## config.mk

```make
export PLATFORM = sky130hd
export DESIGN_NAME = sdram_seq
export DESIGN_NICKNAME = d
export VERILOG_FILES = /design/src/rtl/sdram_pkg.sv /design/src/rtl/sdram_seq.sv
export SDC_FILE = /design/constraint.sdc
export NUM_CORES = 1
export LEC_CHECK = 0
export ABC_AREA = 0
export BUFFER_PORTS_ARGS = -buffer_cell sky130_fd_sc_hd__buf_4
export CAP_MARGIN = 30
export CORE_MARGIN = 2
export CORE_UTILIZATION = 50
export CTS_CLUSTER_SIZE = 30
export DETAILED_ROUTE_END_ITERATION = 10
export GPL_ROUTABILITY_DRIVEN = 0
export PLACE_DENSITY = 0.67
export SLEW_MARGIN = 10
export SYNTH_ARGS = -nofsm -noshare
export SYNTH_HDL_FRONTEND = slang
export SYNTH_SLANG_ARGS = --single-unit
```

## constraint.sdc

```tcl
create_clock -name clk_in -period 3.95 [get_ports clk_in]
set_input_delay 0.395 -clock clk_in [delete_from_list [all_inputs] [get_ports clk_in]]
set_output_delay 0.395 -clock clk_in [all_outputs]
set_load 0.1 [all_outputs]
```

## src/rtl/sdram_pkg.sv

```systemverilog
// constants and carrier types for the four-bank sdram command sequencer
// assumes one 250 mhz clock shared by sequencer and memory
package sdram_pkg;
  localparam int CLK_MHZ   = 250;
  localparam int BANK_W    = 2;
  localparam int ADDR_W    = 13;
  localparam int TMR_W     = 8;
  localparam int AP_BIT    = 10;
  // device timings in ns; plain defaults, retune per speed grade
  localparam int T_RCD_NS  = 20;
  localparam int T_RP_NS   = 20;
  localparam int T_WR_NS   = 15;
  localparam int T_RFC_NS  = 66;
  localparam int T_MRD_NS  = 8;
  localparam int T_XSR_NS  = 67;
  localparam int XSR_MIN_NOPS = 2;
  // least times round up to whole cycles
  localparam int T_RCD_CYC = (T_RCD_NS * CLK_MHZ + 999) / 1000;
  localparam int T_RP_CYC  = (T_RP_NS * CLK_MHZ + 999) / 1000;
  localparam int T_WR_CYC  = (T_WR_NS * CLK_MHZ + 999) / 1000;
  localparam int T_RFC_CYC = (T_RFC_NS * CLK_MHZ + 999) / 1000;
  localparam int T_MRD_CYC = (T_MRD_NS * CLK_MHZ + 999) / 1000;
  localparam int XSR_RAW   = (T_XSR_NS * CLK_MHZ + 999) / 1000;
  localparam int T_XSR_CYC = (XSR_RAW < XSR_MIN_NOPS) ? XSR_MIN_NOPS : XSR_RAW;

  typedef logic [TMR_W-1:0] tmr_t;
  localparam tmr_t RCD_C = tmr_t'(T_RCD_CYC);
  localparam tmr_t RP_C  = tmr_t'(T_RP_CYC);
  localparam tmr_t WR_C  = tmr_t'(T_WR_CYC);
  localparam tmr_t RFC_C = tmr_t'(T_RFC_CYC);
  localparam tmr_t MRD_C = tmr_t'(T_MRD_CYC);
  localparam tmr_t XSR_C = tmr_t'(T_XSR_CYC);
  localparam tmr_t TMR_RST = 8'h00;
  localparam logic [1:0] DQM_LEAD_RD   = 2'h1;
  localparam logic [1:0] DQM_LEAD_RDAP = 2'h2;
  localparam logic CKE_RST = 1'h1;

  typedef enum logic [3:0] {
    op_nop, op_act, op_rd, op_wr, op_pre, op_ref, op_lmr, op_bst,
    op_pdn, op_sref, op_wake
  } op_t;

  typedef struct packed {
    op_t               op;
    logic [BANK_W-1:0] bank;
    logic [ADDR_W-1:0] addr;
    logic              ap;
  } req_t;

  typedef struct packed {
    logic cs_n;
    logic ras_n;
    logic cas_n;
    logic we_n;
  } pins_t;

  localparam pins_t P_INH = 4'hf;
  localparam pins_t P_NOP = 4'h7;
  localparam pins_t P_ACT = 4'h3;
  localparam pins_t P_RD  = 4'h5;
  localparam pins_t P_WR  = 4'h4;
  localparam pins_t P_PRE = 4'h2;
  localparam pins_t P_REF = 4'h1;
  localparam pins_t P_LMR = 4'h0;
  localparam pins_t P_BST = 4'h6;

  typedef enum logic [2:0] {
    bk_idle, bk_act, bk_open, bk_rd, bk_wr, bk_wrrec, bk_pre
  } bank_t;

  typedef enum logic [1:0] {pw_on, pw_pdown, pw_sref, pw_susp} power_t;
endpackage

```

## src/rtl/sdram_seq.sv

```systemverilog
// four-bank sdram command sequencer: request buffer, bank trackers, pins
// assumes memory clocked by clk_in and requests from same-clock logic
`timescale 1ns/100ps

// What this block does
// - idle cycles drive nop so operations in progress continue
// - commands to any bank are judged by that bank's own tracker
// - act, read, write, precharge may go to other banks while one is busy
// - refresh, self refresh and mode load only when all banks idle
// - burst terminate only while a non-autoprecharge burst runs
// - write ending a read has data mask one clock before
// - read ends a write when registered, data cas latency later
// - write interrupting read-autoprecharge needs mask two clocks before
// - clock enable fall enters power-down, self refresh or suspend
// - power-down exit with nop, commands from the next edge
// - self refresh exit with nops through exit time, at least two
// - commands never legal are refused, as is any but wake in power-down or self refresh; others wait until legal
module sdram_seq #(
  parameter int BURST_LEN = 4
) (
  // clock, reset, enable
  input  wire logic                          clk_in,
  input  wire logic                          rst_in,
  input  wire logic                          ce_in,
  // request stream
  input  wire logic                          req_valid_in,
  input  wire sdram_pkg::req_t               req_in,
  output logic                               req_ready_out,
  output logic                               reject_out,
  input  wire logic                          suspend_in,
  output logic                               all_idle_out,
  // memory pins
  output sdram_pkg::pins_t                   pins_out,
  output logic [sdram_pkg::BANK_W-1:0]       ba_out,
  output logic [sdram_pkg::ADDR_W-1:0]       addr_out,
  output logic                               dqm_out,
  output logic                               cke_out
);
  localparam int NB = 4;
  localparam sdram_pkg::tmr_t BL_C = sdram_pkg::tmr_t'(BURST_LEN);

  sdram_pkg::req_t   mem_q [2];
  logic              wp_q;
  logic              rp_q;
  logic [1:0]        cnt_q;
  logic [1:0]        cnt_d;
  logic              push;
  logic              pop;
  sdram_pkg::req_t   head;
  logic              head_valid;
  sdram_pkg::bank_t  st_q [NB];
  sdram_pkg::tmr_t   tm_q [NB];
  logic [NB-1:0]     ap_q;
  sdram_pkg::tmr_t   gbusy_q;
  sdram_pkg::tmr_t   gbusy_d;
  sdram_pkg::power_t pw_q;
  sdram_pkg::power_t pw_d;
  logic [1:0]        dqm_cnt_q;
  logic [1:0]        dqm_cnt_d;
  logic [1:0]        need;
  sdram_pkg::pins_t  pins_d;
  logic [sdram_pkg::ADDR_W-1:0] addr_d;
  logic              dqm_d;
  logic              cke_d;
  logic              rej_d;
  logic              issue;
  logic              all_idle;
  logic              rd_any;
  logic              rd_ap_any;
  logic              burst_any;
  logic              bst_ok;
  logic              pre_all_ok;
  logic              quiet;
  logic              legal;
  logic              out_nop;

  // precharge legal without cutting an autoprecharge burst
  function automatic logic pre_ok(sdram_pkg::bank_t s, logic ap);
    pre_ok = (s == sdram_pkg::bk_idle) || (s == sdram_pkg::bk_open) ||
             (((s == sdram_pkg::bk_rd) || (s == sdram_pkg::bk_wr)) && !ap);
  endfunction

  function automatic logic is_burst(sdram_pkg::bank_t s);
    is_burst = (s == sdram_pkg::bk_rd) || (s == sdram_pkg::bk_wr);
  endfunction

  // two-entry request buffer; a stalled head keeps back-pressure honest
  assign push       = req_valid_in && req_ready_out;
  assign head       = mem_q[rp_q];
  assign head_valid = (cnt_q != 2'h0);
  assign cnt_d      = cnt_q + {1'b0, push} - {1'b0, pop};

  always_ff @(posedge clk_in or posedge rst_in) begin
    if (rst_in) begin
      wp_q          <= 1'b0;
      rp_q          <= 1'b0;
      cnt_q         <= 2'h0;
      req_ready_out <= 1'b0;
    end else if (ce_in) begin
      if (push) begin
        wp_q <= !wp_q;
      end
      if (pop) begin
        rp_q <= !rp_q;
      end
      cnt_q         <= cnt_d;
      req_ready_out <= (cnt_d != 2'h2);
    end
  end

  always_ff @(posedge clk_in) begin
    if (ce_in && push) begin
      mem_q[wp_q] <= req_in;
    end
  end

  always_comb begin
    all_idle   = (gbusy_q == sdram_pkg::TMR_RST);
    rd_any     = 1'b0;
    rd_ap_any  = 1'b0;
    burst_any  = 1'b0;
    bst_ok     = 1'b0;
    pre_all_ok = 1'b1;
    quiet      = (gbusy_q == sdram_pkg::TMR_RST);
    for (int i = 0; i < NB; i++) begin
      all_idle   = all_idle && (st_q[i] == sdram_pkg::bk_idle);
      rd_any     = rd_any || (st_q[i] == sdram_pkg::bk_rd);
      rd_ap_any  = rd_ap_any || ((st_q[i] == sdram_pkg::bk_rd) && ap_q[i]);
      burst_any  = burst_any || is_burst(st_q[i]);
      bst_ok     = bst_ok || (is_burst(st_q[i]) && !ap_q[i]);
      pre_all_ok = pre_all_ok && pre_ok(st_q[i], ap_q[i]);
      quiet      = quiet && ((st_q[i] == sdram_pkg::bk_idle) ||
                             (st_q[i] == sdram_pkg::bk_open));
    end
    need = rd_ap_any ? sdram_pkg::DQM_LEAD_RDAP :
           (rd_any ? sdram_pkg::DQM_LEAD_RD : 2'h0);
  end

  // target-bank check for act, read, write and single-bank precharge; others look at all banks
  always_comb begin
    case (head.op)
      sdram_pkg::op_act: legal = (st_q[head.bank] == sdram_pkg::bk_idle);
      sdram_pkg::op_rd,
      sdram_pkg::op_wr: legal = (st_q[head.bank] == sdram_pkg::bk_open) ||
                        (is_burst(st_q[head.bank]) && !ap_q[head.bank]);
      sdram_pkg::op_pre: legal = head.ap ? pre_all_ok :
                         pre_ok(st_q[head.bank], ap_q[head.bank]);
      sdram_pkg::op_ref,
      sdram_pkg::op_lmr: legal = all_idle;
      // terminate only a running plain burst
      sdram_pkg::op_bst: legal = bst_ok;
      default: legal = 1'b0;
    endcase
  end

  always_comb begin
    pins_d    = sdram_pkg::P_NOP;
    addr_d    = '0;
    dqm_d     = 1'b0;
    cke_d     = cke_out;
    pop       = 1'b0;
    rej_d     = 1'b0;
    issue     = 1'b0;
    pw_d      = pw_q;
    dqm_cnt_d = 2'h0;
    gbusy_d   = (gbusy_q != sdram_pkg::TMR_RST) ? gbusy_q - 8'h01 : gbusy_q;
    case (pw_q)
      sdram_pkg::pw_on: begin
        if (suspend_in && burst_any) begin
          cke_d = 1'b0;
          pw_d  = sdram_pkg::pw_susp;
        // only with clock enable high and no exit wait
        end else if (head_valid && cke_out &&
                     gbusy_q == sdram_pkg::TMR_RST) begin
          if (head.op == sdram_pkg::op_nop ||
              head.op == sdram_pkg::op_wake) begin
            pop = 1'b1;
          end else if (head.op == sdram_pkg::op_pdn ||
                       head.op == sdram_pkg::op_sref) begin
            // power-down with nop, self refresh with refresh
            if (all_idle) begin
              pop    = 1'b1;
              cke_d  = 1'b0;
              pins_d = (head.op == sdram_pkg::op_sref) ? sdram_pkg::P_REF :
                       sdram_pkg::P_NOP;
              pw_d   = (head.op == sdram_pkg::op_sref) ? sdram_pkg::pw_sref :
                       sdram_pkg::pw_pdown;
            end else if (quiet) begin
              pop   = 1'b1;
              rej_d = 1'b1;
            end
          end else if (legal) begin
            if (head.op == sdram_pkg::op_wr && dqm_cnt_q < need) begin
              // mask lead before a write that cuts a read
              dqm_d     = 1'b1;
              dqm_cnt_d = dqm_cnt_q + 2'h1;
            end else begin
              pop    = 1'b1;
              issue  = 1'b1;
              addr_d = head.addr;
              addr_d[sdram_pkg::AP_BIT] = head.ap;
              case (head.op)
                sdram_pkg::op_act: begin
                  pins_d = sdram_pkg::P_ACT;
                  addr_d = head.addr;
                end
                sdram_pkg::op_rd:  pins_d = sdram_pkg::P_RD;
                sdram_pkg::op_wr:  pins_d = sdram_pkg::P_WR;
                sdram_pkg::op_pre: pins_d = sdram_pkg::P_PRE;
                sdram_pkg::op_ref: begin
                  pins_d  = sdram_pkg::P_REF;
                  gbusy_d = sdram_pkg::RFC_C;
                end
                sdram_pkg::op_lmr: begin
                  pins_d  = sdram_pkg::P_LMR;
                  addr_d  = head.addr;
                  gbusy_d = sdram_pkg::MRD_C;
                end
                sdram_pkg::op_bst: pins_d = sdram_pkg::P_BST;
                default:           pins_d = sdram_pkg::P_NOP;
              endcase
            end
          // a command that waiting cannot make legal is dropped
          end else if (quiet) begin
            pop   = 1'b1;
            rej_d = 1'b1;
          end
        end
      end
      sdram_pkg::pw_pdown,
      sdram_pkg::pw_sref: begin
        // clock enable stays low until a wake request
        if (head_valid) begin
          pop = 1'b1;
          if (head.op == sdram_pkg::op_wake) begin
            // exit with nop; self refresh adds the exit wait
            cke_d = 1'b1;
            pw_d  = sdram_pkg::pw_on;
            if (pw_q == sdram_pkg::pw_sref) begin
              gbusy_d = sdram_pkg::XSR_C;
            end
          end else begin
            rej_d = 1'b1;
          end
        end
      end
      sdram_pkg::pw_susp: begin
        // resume; next command may follow on the next edge
        if (!suspend_in) begin
          cke_d = 1'b1;
          pw_d  = sdram_pkg::pw_on;
        end
      end
      default: pw_d = sdram_pkg::pw_on;
    endcase
  end

  // nop on every edge with nothing to send
  always_ff @(posedge clk_in or posedge rst_in) begin
    if (rst_in) begin
      pins_out     <= sdram_pkg::P_INH;
      ba_out       <= '0;
      addr_out     <= '0;
      dqm_out      <= 1'b0;
      cke_out      <= sdram_pkg::CKE_RST;
      reject_out   <= 1'b0;
      all_idle_out <= 1'b1;
      pw_q         <= sdram_pkg::pw_on;
      gbusy_q      <= sdram_pkg::TMR_RST;
      dqm_cnt_q    <= 2'h0;
    end else if (ce_in) begin
      pins_out     <= pins_d;
      ba_out       <= head.bank;
      addr_out     <= addr_d;
      dqm_out      <= dqm_d;
      cke_out      <= cke_d;
      reject_out   <= rej_d;
      all_idle_out <= all_idle;
      pw_q         <= pw_d;
      gbusy_q      <= gbusy_d;
      dqm_cnt_q    <= dqm_cnt_d;
    end
  end

  assign out_nop = pins_out.cs_n || (pins_out == sdram_pkg::P_NOP);

  // per-bank trackers; suspend freezes them as the memory freezes
  for (genvar g = 0; g < NB; g++) begin : g_bank
    logic hit;
    logic rdwr;
    assign hit  = issue && (head.bank == g);
    assign rdwr = issue && (head.op == sdram_pkg::op_rd ||
                            head.op == sdram_pkg::op_wr);
    always_ff @(posedge clk_in or posedge rst_in) begin
      if (rst_in) begin
        st_q[g] <= sdram_pkg::bk_idle;
        tm_q[g] <= sdram_pkg::TMR_RST;
        ap_q[g] <= 1'b0;
      end else if (ce_in && pw_q != sdram_pkg::pw_susp) begin
        if (hit && head.op == sdram_pkg::op_act) begin
          st_q[g] <= sdram_pkg::bk_act;
          tm_q[g] <= sdram_pkg::RCD_C;
        end else if (hit && rdwr) begin
          st_q[g] <= (head.op == sdram_pkg::op_rd) ? sdram_pkg::bk_rd :
                     sdram_pkg::bk_wr;
          tm_q[g] <= BL_C;
          ap_q[g] <= head.ap;
        // a precharge elsewhere leaves this burst alone
        end else if (issue && head.op == sdram_pkg::op_pre &&
                     (hit || head.ap) && st_q[g] != sdram_pkg::bk_idle) begin
          st_q[g] <= sdram_pkg::bk_pre;
          tm_q[g] <= sdram_pkg::RP_C;
        // read cut by another bank's burst
        end else if (rdwr && st_q[g] == sdram_pkg::bk_rd) begin
          st_q[g] <= ap_q[g] ? sdram_pkg::bk_pre : sdram_pkg::bk_open;
          tm_q[g] <= sdram_pkg::RP_C;
        // write cut; recovery counts from the new command
        end else if (rdwr && st_q[g] == sdram_pkg::bk_wr) begin
          st_q[g] <= ap_q[g] ? sdram_pkg::bk_wrrec : sdram_pkg::bk_open;
          tm_q[g] <= sdram_pkg::WR_C;
        // terminate ends only a plain burst
        end else if (issue && head.op == sdram_pkg::op_bst &&
                     is_burst(st_q[g]) && !ap_q[g]) begin
          st_q[g] <= sdram_pkg::bk_open;
        end else if (tm_q[g] > 8'h01) begin
          tm_q[g] <= tm_q[g] - 8'h01;
        end else begin
          tm_q[g] <= sdram_pkg::RP_C;
          case (st_q[g])
            sdram_pkg::bk_act: st_q[g] <= sdram_pkg::bk_open;
            sdram_pkg::bk_rd:  st_q[g] <= ap_q[g] ? sdram_pkg::bk_pre :
                                          sdram_pkg::bk_open;
            sdram_pkg::bk_wr: begin
              st_q[g] <= ap_q[g] ? sdram_pkg::bk_wrrec : sdram_pkg::bk_open;
              tm_q[g] <= sdram_pkg::WR_C;
            end
            sdram_pkg::bk_wrrec: st_q[g] <= sdram_pkg::bk_pre;
            sdram_pkg::bk_pre:   st_q[g] <= sdram_pkg::bk_idle;
            default:             st_q[g] <= st_q[g];
          endcase
        end
      end
    end

  end
endmodule

```

# Word level (Yosys, flattened, before mapping)
# Memory sizes are Yosys's and may differ from the RTL's.
# Index checks and enable logic that the tools add are counted.
# Widths: inputs -> output; s select.
# op_classes
add_sub_neg	8
magnitude_cmp	7
eq_ne	60
n_bitwise	5
reduce_logical	146
n_mux	172
# op_table
operator	n
$mux 8	38
$mux 3	43
$mux 13	7
$logic_and 1x1->1	66
$pmux 3 s5	4
$mux 1	47
$reduce_bool 11->1	4
$sub 8x1->8 const B	5
$eq 3x3->1 const B	13
$logic_or 1x1->1	35
$mux 2	17
$gt 8x1->1 const B	4
$pmux 8 s2	2
$eq 3x2->1 const B	10
$ne 7x7->1 const B	4
$ne 6x6->1 const B	4
$reduce_and 3->1	8
$pmux 3 s7	1
$mux 4	5
$eq 4x3->1 const B	4
$logic_not 3->1	5
$eq 3x1->1 const B	4
$eq 4x4->1 const B	3
$ne 3x3->1 const B	4
30 further kinds	61
# word_totals
mem_bits_rw	40
ff_bits	88
elab_cells	428
n_memories	1
# mem_list
memory	depth	word_bits	rd	rd_ports_with_merged_regs	wr	line_no	source
mem_q	2	20	1	0	1	sdram_seq.sv:42	sdram_pkg::req_t mem_q [2];

# Depth between registers and ports, before layout
# Gate-level depths: netlist of run 1.
# An unclocked memory read counts as a cell.
# depth
depth_word	26
ltp_mapped	19
depth_no_buf	17

# Worst setup path after synthesis of run 1
# Ideal clock, no wire load.
# synth_path
kind	register to register
startpoint	register rp_q
endpoint	register req_ready_out
path_slack_ns	0.303
setup_time_ns	0.078
t_arrival_ns	3.569
stages_incl_launch_ff	18
path_cell_list	dfrtp_1 buf_6 mux2i_2 mux4_2 nand2_1 o211ai_1 or3_1 buf_2 o31ai_1 o21bai_1 a211oi_1 ha_1 inv_1 ha_1 xor2_1 xnor2_1 nor2_1 a21oi_1
# synth_via
elab_chain_cells	19
elab_cells_between_ends	44
# synth_lines
element	line_no	source
from (decl)	sdram_seq.sv:44	logic rp_q;
from (signal assigned)	sdram_seq.sv:104	rp_q <= !rp_q;
$mem_v2 2x20 (*)	-	
$not 2->3 (not written as such)	-	
$bmux 3 s2	-	
$mux 3 (not written as such) (2 in series)	-	
$eq 3x2->1 or $eq 3x3->1 (tied branches)	sdram_seq.sv:80, sdram_seq.sv:84	
$logic_or 1x1->1	sdram_seq.sv:80, sdram_seq.sv:84	
$logic_and 1x1->1	sdram_seq.sv:80, sdram_seq.sv:145	
$logic_or 1x1->1	sdram_seq.sv:79	pre_ok = (s == sdram_pkg::bk_idle) || (s == sdram_pkg::bk_open) ||
[... 2 more ...]	-	
$mux 1	sdram_seq.sv:192	end else if (legal) begin
$mux 1	sdram_seq.sv:178	end else if (head.op == sdram_pkg::op_pdn ||
$mux 1 (*)	sdram_seq.sv:175	if (head.op == sdram_pkg::op_nop ||
$mux 1 (*)	sdram_seq.sv:173	end else if (head_valid && cke_out &&
$mux 1 (*)	sdram_seq.sv:169	if (suspend_in && burst_any) begin
$pmux 1 s2 (*)	sdram_seq.sv:167	case (pw_q)
$sub 2x1->2 (*)	sdram_seq.sv:91	assign cnt_d = cnt_q + {1'b0, push} - {1'b0, pop};
$ne 2x2->1 (*)	sdram_seq.sv:107	req_ready_out <= (cnt_d != 2'h2);
to (signal assigned)	sdram_seq.sv:107	
to (decl)	sdram_seq.sv:28	output logic req_ready_out,
# Mark *: on every way between the ends. The rest lies on a longest branch, timed or not. The select of a mux whose other input is x is not followed.
# A chain may end at the register's enable or synchronous reset.

# Final worst setup path of run 1
# layout_path
startpoint	register st_q[9] (netlist bit)
endpoint	register req_ready_out
# layout_via
elab_chain_cells	17
elab_cells_between_ends	62
# layout_lines
element	line_no	source
from (decl)	sdram_seq.sv:51	sdram_pkg::bank_t st_q [NB];
from (signal, indexed assignment)	sdram_seq.sv:296	st_q[g] <= sdram_pkg::bk_idle;
from (signal, indexed assignment)	sdram_seq.sv:301	st_q[g] <= sdram_pkg::bk_act;
from (signal, indexed assignment)	sdram_seq.sv:304	st_q[g] <= (head.op == sdram_pkg::op_rd) ? sdram_pkg::bk_rd :
$bmux 3 s2, or another cell as far along	-	
$mux 3 (not written as such), or another cell as far along (2 in series)	-	
$eq 3x2->1, or another cell as far along	sdram_seq.sv:80, sdram_seq.sv:84	
$logic_or 1x1->1, or another cell as far along	sdram_seq.sv:80, sdram_seq.sv:84	
$logic_and 1x1->1, or another cell as far along	sdram_seq.sv:80, sdram_seq.sv:145	
$logic_or 1x1->1, or another cell as far along	sdram_seq.sv:79	
$mux 1 or $logic_and 1x1->1 (tied branches)	sdram_seq.sv:146, sdram_seq.sv:193	
$pmux 1 s5 or $mux 1 (tied branches)	sdram_seq.sv:141, sdram_seq.sv:193	
$mux 1	sdram_seq.sv:192	
$mux 1	sdram_seq.sv:178	
$mux 1	sdram_seq.sv:175	
$mux 1	sdram_seq.sv:173	
$mux 1 (*)	sdram_seq.sv:169	
$pmux 1 s2 (*)	sdram_seq.sv:167	
$sub 2x1->2 (*)	sdram_seq.sv:91	
$ne 2x2->1 (*)	sdram_seq.sv:107	
# Marks and branches as above.

==> metrics.yaml, run 1 <==
status:
  status: "complete, no violations"
setup_path:
  endpoint_kind: "register"
  cp.required_ns: 4.30
  cp.arrival_ns: 4.05
  cp-startpoint: "st_q[9]"
  r2r.worst_path.cells: 15
  rrSetupSlack_ns: 0.25
  path_class: "reg -> reg"
  crit_path_end: "req_ready_out"
  crit_fanout: 10
  startpoint_type: "register"
  rr_startpoint: "st_q[9]"
  timing.rr.end: "req_ready_out"
synthesis:
  synthSimpleGateAreaFrac: 0.190
  synth_xor_area_frac: 0.00751
  muxShareOfSynthArea: 0.0737
  ys_seq_elements: 128
  ys_top_cells_by_area: "dfrtp_1, edfxtp_1, nand2_1"
  synth.top_cell.area_share: 0.251
  synth_compound_area_frac: 0.244
  yosysWarnings: 0
  synth_seq_area_share: 0.418
  synthFlopType: "dfrtp_1"
  ys_async_sr_fraction: 0.688
  synth_fa_ha_area_frac: 0.0230
  synth_top_family_by_area: "compound AO/OA/AOI/OAI gates"
  syn-num-nets: 883
  synth_area_um2: 8160
  yosysTopAreaCell: "dfrtp_1"
  synth_edf_count: 40
  syn_avg_cell_area_um2: 9.68
  netlist_instances: 843
  yosysUniqueCellTypes: 92
place:
  dp_cells: 1108
  place_hpwl_mm: 16.5
  port-buffer-count: 48
floorplanning:
  top_level_ports: 49
  dieWidth_um: 132
  die_h_um: 132
  initial_core_util: 0.512
  fp-row-count: 46
  die_area_um2: 17400
  core-area_um2: 15900
final_layout:
  drive_gt1_frac: 0.238
  fin_cells: 1143
  syn_to_final_growth_pct: 18.1
  final_util: 0.605
  diodes: 0
  nets: 954
pwr:
  p_leak_nw: 3.92
  vdd_ir_drop_max_v: 0.000395
  powerDensity_nw_per_um2: 577
  p_seq_frac: 0.342
  p_clk_frac: 0.293
  power.switching_w: 0.00221
  switching_share: 0.397
  power_frac_comb: 0.365
  internal_power_w: 0.00335
global_route:
  first_global_vias: 7115
  grt_max_degree: 49
  overflow: 0
  grt_pass1_wl_mm: 37.1
  antenna_found_initial: 0
  grt_use_total: 0.266
cts:
  cts_hold_buf: 0
  worstSkewPairLatency_ns: 0.43
  cts_tree: "done"
  ctsLongestPathBuffers: 2
  clock-sinks: 128
  clk_pin_slew_ns: 0.07
  cts_htree_levels: 4
  cts_buffers: 17
  clockRootBuffer: "clkbuf_16"
sta:
  grt_setup_unrepaired: "false"
  clock_skew_ns: 0.0101
  tightest_slew_ns: 0.799
  period_share: 0.937
  fin_tns_setup_ns: 0
  holdWs_ns: 0.0931
  finalHoldViolCount: 0
  slew_headroom: 0.468
  setup_viol: 0
  clock.fmax_ghz: 0.270
  period_needed_ns: 3.70
  drv_slew: 0
routing:
  wl_per_cell_um: 20.2
  first_pass_iters: 6
  ant_nets: 0
  vias: 7345
  drc_errors: 0
  drtIter0Drc: 773
  drt_wl_total_mm: 23.1
  avgViaCountPerCell: 6.43
hold_path:
  hp-class: "in -> async"
run:
  drv_cap: 0
==> power groups by stage <==
stage,clock network (W),registers [W],logic [W]
finish,0.00163,0.00190,0.00203
CTS,0.00165,0.00189,0.00197
global placement,0,0.00190,0.00189
detailed placement,0,0.00191,0.00196
global route,0.00171,0.00194,0.00223
floorplan,0,0.00196,0.00139
==> synth_stat cells, drive strengths merged (15+ instances only) <==
cell type  instances
a21oi             34
nand3             26
dfrtp             82
o21ai             53
nor2              66
nand2             88
edfxtp            40
mux2              25
nor3              41
buf               22
ha                15
clkbuf            21
inv               34
mux2i             22
o31ai             22
==> cell usage in the layout (no fill, tap or decap), types with 7 or more instances in the layout <==
cell       count
a211oi_1       7
a21o_1        11
a21oi_1       30
a22o_1        12
a31oi_1       10
buf_4         89
clkbuf_16     18
dfrtp_1       79
edfxtp_1      40
ha_1          15
inv_1         33
mux2_2        24
mux2i_1       18
nand2_1       88
nand2b_1       9
nand3_1       26
nand3b_1       8
nand4_1        7
nor2_1        63
nor3_1        38
nor4_1         8
o21a_1         7
o21ai_0       45
o2bb2ai_1     12
o31ai_1       19
or3_1         10
==> registers in the layout, summed over array words and instances, names as in the netlist, 4 cells and up <==
name      count
gbusy_q       8
pins_out      4
mem_q        40
st_q         12
addr_out     13
tm_q         32
ap_q          4
==> cell families (layout without fill, tap and decap cells) <==
logic type,Yosys count,in the layout
mux,50,50
flops,128,128
buf+inv,78,162
compound gates,258,258
xor+xnor,7,7
fa+ha+maj,15,15
simple gates,307,307
==> worst min-delay path by stage <==
stage / startpoint / end / depth (start not counted)
detailed placement: addr_out[8] / addr_out[8] / 1
floorplan: gbusy_q[7] / gbusy_q[7] / 1
global route: req_in[3] / mem_q[0][3] / 1
global placement: addr_out[2] / addr_out[2] / 1
CTS: rst_in / gbusy_q[2] / 2
finish: rst_in / gbusy_q[2] / 2
==> worst max-delay path, stage by stage, from the launching register on <==
cell	delay (ns)
dfrtp_1	0.53
or3b_2	0.23
a21oi_1	0.14
o41ai_2	0.46
o211ai_1	0.20
or3_1	0.47
o31ai_4	0.27
o21bai_1	0.09
a211oi_1	0.23
ha_1	0.26
inv_1	0.06
ha_1	0.17
xor2_2	0.17
xnor2_1	0.14
nor2_1	0.05
a21oi_1	0.14
==> per-stage QoR <==
step	total power [W]	instance area (µm²)	setup WS, ns
global route	0.00588	9640	0.00134
CTS	0.00551	9560	0.0255
finish	0.00556	9640	0.248
floorplan	0.00334	8160	0.303
detailed placement	0.00387	8940	0.0470
global placement	0.00378	8900	0.282
==> area by class of cell <==
type | count | area, µm²
Clock buffer | 17 | 425
Clock inverter | 15 | 189
Multi-Input combinational cell | 637 | 4440
Inverter | 35 | 133
Fill cell | 1363 | 6300
Sequential cell | 128 | 3410
Timing Repair Buffer | 95 | 768
Tap cell | 216 | 270
==> routing by layer <==
layer / track usage / vias up / wire length, µm
met5: 0 / - / 0
met4: 0.126 / 0 / 888
met3: 0.0584 / 61 / 1930
met2: 0.426 / 387 / 10800
met1: 0.345 / 3542 / 9440
li1: - / 3355 / -
==> timing repair <==
| item | 4_1_cts | 5_1_grt |
|---|---|---|
| setup buffers | 0 | 1 |
| resized for setup | 0 | 10 |
| endpoints found under the setup margin | 0 | 3 |
Note: power is estimated with default switching activity, not from simulation.
==> run 2, diff against run 1 <==
Settings changed: CORE_UTILIZATION 50 to 30, PLACE_DENSITY 0.67 to 0.44.
==> metrics.yaml, run 2 (synthesis gave the netlist of run 1 again) <==
final_layout:
  syn_to_final_growth_pct: 20.3
  drive_gt1_frac: 0.242
  stdcell_area_um2: 9820
  largest_reg_flops: 40
  top_register: "mem_q"
  diodes: 0
  nets: 969
  fillCellCount: 2713
  reg.largest.list: "mem_q: 40 flops, tm_q: 32 flops, addr_out: 13 flops"
  layout_common_cells: "buf_4, nand2_1, dfrtp_1"
  final_common_cell: "buf_4"
cts:
  worstSkewPairLatency_ns: 0.43
  cts_buffers: 17
  clock-sinks: 128
  cts_tree: "done"
  ctsLongestPathBuffers: 2
  clk_pin_slew_ns: 0.07
  cts_htree_levels: 4
  clockRootBuffer: "clkbuf_16"
sta:
  setup_viol: 0
  grt_setup_unrepaired: "false"
  tightest_slew_ns: 0.700
  clock_skew_ns: 0.0134
  fin_tns_setup_ns: 0
  slew_headroom: 0.528
  finalHoldViolCount: 0
  period_share: 0.936
  clock.fmax_ghz: 0.270
  period_needed_ns: 3.70
  drv_slew: 0
setup_path:
  cp.arrival_ns: 4.06
  cp.required_ns: 4.32
  startpoint_type: "register"
  path_class: "reg -> reg"
  crit_fanout: 19
  endpoint_kind: "register"
floorplanning:
  die_area_um2: 28500
  fp-row-count: 60
  core-area_um2: 26800
  top_level_ports: 49
  die_h_um: 169
  initial_core_util: 0.305
  dieWidth_um: 169
pwr:
  p_leak_nw: 3.97
  p_seq_frac: 0.343
  power_frac_comb: 0.368
  powerDensity_nw_per_um2: 562
  switching_share: 0.406
  vdd_ir_drop_max_v: 0.000262
  power.switching_w: 0.00224
  internal_power_w: 0.00328
  p_clk_frac: 0.289
run:
  drv_cap: 0
global_route:
  grt_use_total: 0.183
  first_global_vias: 6900
  grt_pass1_wl_mm: 40.5
  antenna_found_initial: 0
  grt_max_degree: 42
  overflow: 0
routing:
  vias: 7161
  drtIter0Drc: 528
  wl_per_cell_um: 19.7
  avgViaCountPerCell: 5.58
  ant_nets: 0
  drc_errors: 0
  first_pass_iters: 6
  drt_wl_total_mm: 25.3
place:
  port-buffer-count: 48
  postPlaceCellArea_um2: 9190
  place_hpwl_mm: 18.4
hold_path:
  hp-class: "in -> reg"
status:
  status: "complete, no violations"
## run 2: metal layers
layer,vias up,share of wire,GRT usage,wire [µm]
met5,-,0,0,0
met4,0,0.026,0.0570,657
met3,42,0.049,0.0423,1250
met2,189,0.46,0.287,11500
met1,3529,0.47,0.250,11900
li1,3401,-,-,-
## run 2: layout make-up
| class | instances | area (µm²) | share of cell area |
|---|---|---|---|
| clock buffer | 17 | 425 | 0.0433 |
| clock inverter | 15 | 158 | 0.0161 |
| inverter | 35 | 134 | 0.0136 |
| multi-input combinational | 637 | 4420 | 0.450 |
| sequential | 128 | 3410 | 0.347 |
| tap | 341 | 427 | 0.0434 |
| timing repair buffer | 110 | 850 | 0.0865 |
## run 2: worst max-delay path, stage by stage, from the launching register on
cell     delay [ns]
dfrtp_1        0.43
buf_4          0.27
buf_4          0.27
mux2_4         0.35
mux4_2         0.35
a21oi_2        0.27
nand3_1        0.21
nor2_1         0.55
o21ai_2        0.35
o41ai_1        0.44
a31o_2         0.16
## run 2: power groups by stage
stage          combinational (W)  clock, W  sequential, W
3_3_place_gp             0.00203         0        0.00191
2_1_floorplan            0.00139         0        0.00196
6_report                 0.00203   0.00159        0.00189
5_1_grt                  0.00225   0.00170        0.00194
4_1_cts                  0.00203   0.00164        0.00189
3_5_place_dp             0.00203         0        0.00191
## run 2: worst paths after layout
check	start	end	slack, ns	depth (start not counted)
worst max-delay path	rp_q	tm_q[0]	0.25	10
worst min-delay path	req_in[5]	mem_q[1][5]	0.14	1
worst max register to register	rp_q	tm_q[0]	0.25	10
worst min register to register	pins_out[3]	pins_out[3]	0.49	1
max in group asynchronous	rst_in	st_q[3]	2.49	5
min in group asynchronous	rst_in	gbusy_q[6]	0.55	3
## run 2: timing repair
| item | CTS | global route |
|---|---|---|
| buffers inserted | 0 | 1 |
| resized for setup | 0 | 4 |
| hold buffers | 1 | 0 |
| setup endpoints to repair | 0 | 2 |
| endpoints found under the hold margin | 21 | 0 |
## run 2: metrics by stage
step           utilization  hold WS (ns)  power, W  setup WS, ns  std cells
2_1_floorplan            -         0.458   0.00334         0.303        843
3_3_place_gp         0.342         0.475   0.00394         0.285       1247
3_5_place_dp         0.343         0.443   0.00393         0.254       1248
4_1_cts              0.365         0.124   0.00556         0.220       1281
5_1_grt              0.366         0.129   0.00590        0.0135       1283
6_report             0.366         0.143   0.00552         0.252       1283
==> run 3, diff against run 2 <==
Settings changed: PLACE_DENSITY 0.44 to not set.
Clock period 3.95 ns to 3.1 ns, I/O delays scaled along.
==> metrics.yaml, run 3 (synthesis gave the netlist of run 1 again) <==
final_layout:
  top_register: "mem_q"
  diodes: 0
  layout_common_cells: "buf_4, nand2_1, dfrtp_1"
  final_common_cell: "buf_4"
  final_util: 0.411
  largest_reg_flops: 40
  reg.largest.list: "mem_q: 40 flops, tm_q: 32 flops, addr_out: 13 flops"
  syn_to_final_growth_pct: 35.0
  nets: 1088
  stdcell_area_um2: 11000
  drive_gt1_frac: 0.356
floorplanning:
  initial_core_util: 0.305
  dieWidth_um: 169
  die_area_um2: 28500
  fp-row-count: 60
  core-area_um2: 26800
  top_level_ports: 49
  die_h_um: 169
setup_path:
  endpoint_kind: "register"
  timing.rr.end: "req_ready_out"
  cp.required_ns: 3.46
  rr_startpoint: "rp_q"
  path_class: "reg -> reg"
  r2r.worst_path.cells: 16
  rrSetupSlack_ns: -0.28
  cpMaxStageDelayCell: "dfrtp_2"
  critPathTopFamily: "multiplexers"
  startpoint_type: "register"
  crit_top_cell: "mux2i_4"
  critPathMaxStageDelay_ns: 0.43
  path_cells: "mux2i_4 > buf_6 > mux2i_4 > mux2i_1 > nor4b_4 > or3_4 > o31ai_4 > o21bai_1 > a211oi_2 > ha_1 > inv_2 > ha_4 > xor2_2 > xnor2_1 > nor2_1 > a21oi_1"
  crit_fanout: 5
  cp_num_buf_inv: 2
  cp.depth: 16
  cp.arrival_ns: 3.75
pwr:
  power_w: 0.00764
  powerDensity_nw_per_um2: 694
  vdd_ir_drop_max_v: 0.000364
  p_leak_nw: 4.60
sta:
  grt_setup_unrepaired: "true"
  setup_viol: 11
  tightest_slew_ns: 0.761
  fin_tns_setup_ns: -1.10
  clock.fmax_ghz: 0.296
  slew_headroom: 0.489
  finalHoldViolCount: 31
  period_needed_ns: 3.38
  drv_slew: 0
  setup_ws_ns: -0.282
  holdWs_ns: -0.0253
  clock_skew_ns: 0.0131
  period_share: 1.09
routing:
  drt_wl_total_mm: 25.5
  vias: 7678
  drtIter0Drc: 603
  drc_errors: 0
  wl_per_cell_um: 18.2
  avgViaCountPerCell: 5.48
  first_pass_iters: 5
  ant_nets: 0
place:
  place_hpwl_mm: 18.7
  postPlaceCellArea_um2: 10100
  port-buffer-count: 48
run:
  drv_cap: 0
cts:
  clk_pin_slew_ns: 0.08
  ctsLongestPathBuffers: 2
  clockRootBuffer: "clkbuf_16"
  cts_hold_buf: 0
  worstSkewPairLatency_ns: 0.43
  cts_htree_levels: 4
  clock-sinks: 128
  cts_buffers: 17
  cts_tree: "done"
status:
  status: "finished with violations"
  violations: "negative hold slack, negative setup slack"
global_route:
  antenna_found_initial: 0
  grt_max_degree: 48
  grt_use_total: 0.181
  grt_pass1_wl_mm: 40.8
  overflow: 0
  first_global_vias: 7486
hold_path:
  hp-class: "in -> async"
run 3: changes by cell type in the layout (fill, tap and decap cells not counted), moves of 3 or more:
cell / change
buf_4: +117
mux2i_1: -6
dfrtp_1: -5
dfrtp_2: +5
mux2i_4: +4
a21oi_1: -3
a21oi_2: +3
run 3: cell type report:
class / instances / area (µm²)
Timing Repair Buffer: 229 / 1770
Multi-Input combinational cell: 637 / 4640
Tap cell: 341 / 427
Clock buffer: 17 / 425
Sequential cell: 128 / 3420
Fill cell: 2533 / 15800
Clock inverter: 15 / 209
Inverter: 35 / 134
run 3: stage by stage:
stage,cells,setup slack (ns)
after global routing,1402,-0.451
after CTS,1397,-0.294
after floorplan,843,-0.311
after detailed placement,1359,-0.440
final,1402,-0.282
after global placement,1359,-0.329
run 3: per-layer routing:
| layer | GRT usage | wire length (µm) | vias up |
|---|---|---|---|
| met3 | 0.0465 | 1650 | 38 |
| met2 | 0.283 | 11700 | 254 |
| met4 | 0.0622 | 476 | 0 |
| li1 | - | - | 3633 |
| met1 | 0.244 | 11700 | 3753 |
| met5 | 0 | 0 | - |
run 3: timing repair:
item                       4_1_cts  5_1_grt
gates cloned                     1        0
setup endpoints to repair       50       55
setup buffers                    5        5
pin swaps                        8        7
resized for setup               20       27
run 3: power by group:
part / internal, W / total (W) / switching (W) / leakage (nW)
clock network: 0.00125 / 0.00218 / 0.000932 / 0.313
registers: 0.00207 / 0.00239 / 0.000314 / 1.43
logic: 0.00136 / 0.00308 / 0.00172 / 2.87
run 3: worst max-delay path by stage:
stage / start / to / slack [ns]
2_1_floorplan: rp_q / req_ready_out / -0.31
6_report: rp_q / req_ready_out / -0.28
5_1_grt: rp_q / req_ready_out / -0.45
3_5_place_dp: rp_q / req_ready_out / -0.44
3_3_place_gp: rp_q / req_ready_out / -0.33
4_1_cts: rp_q / req_ready_out / -0.29
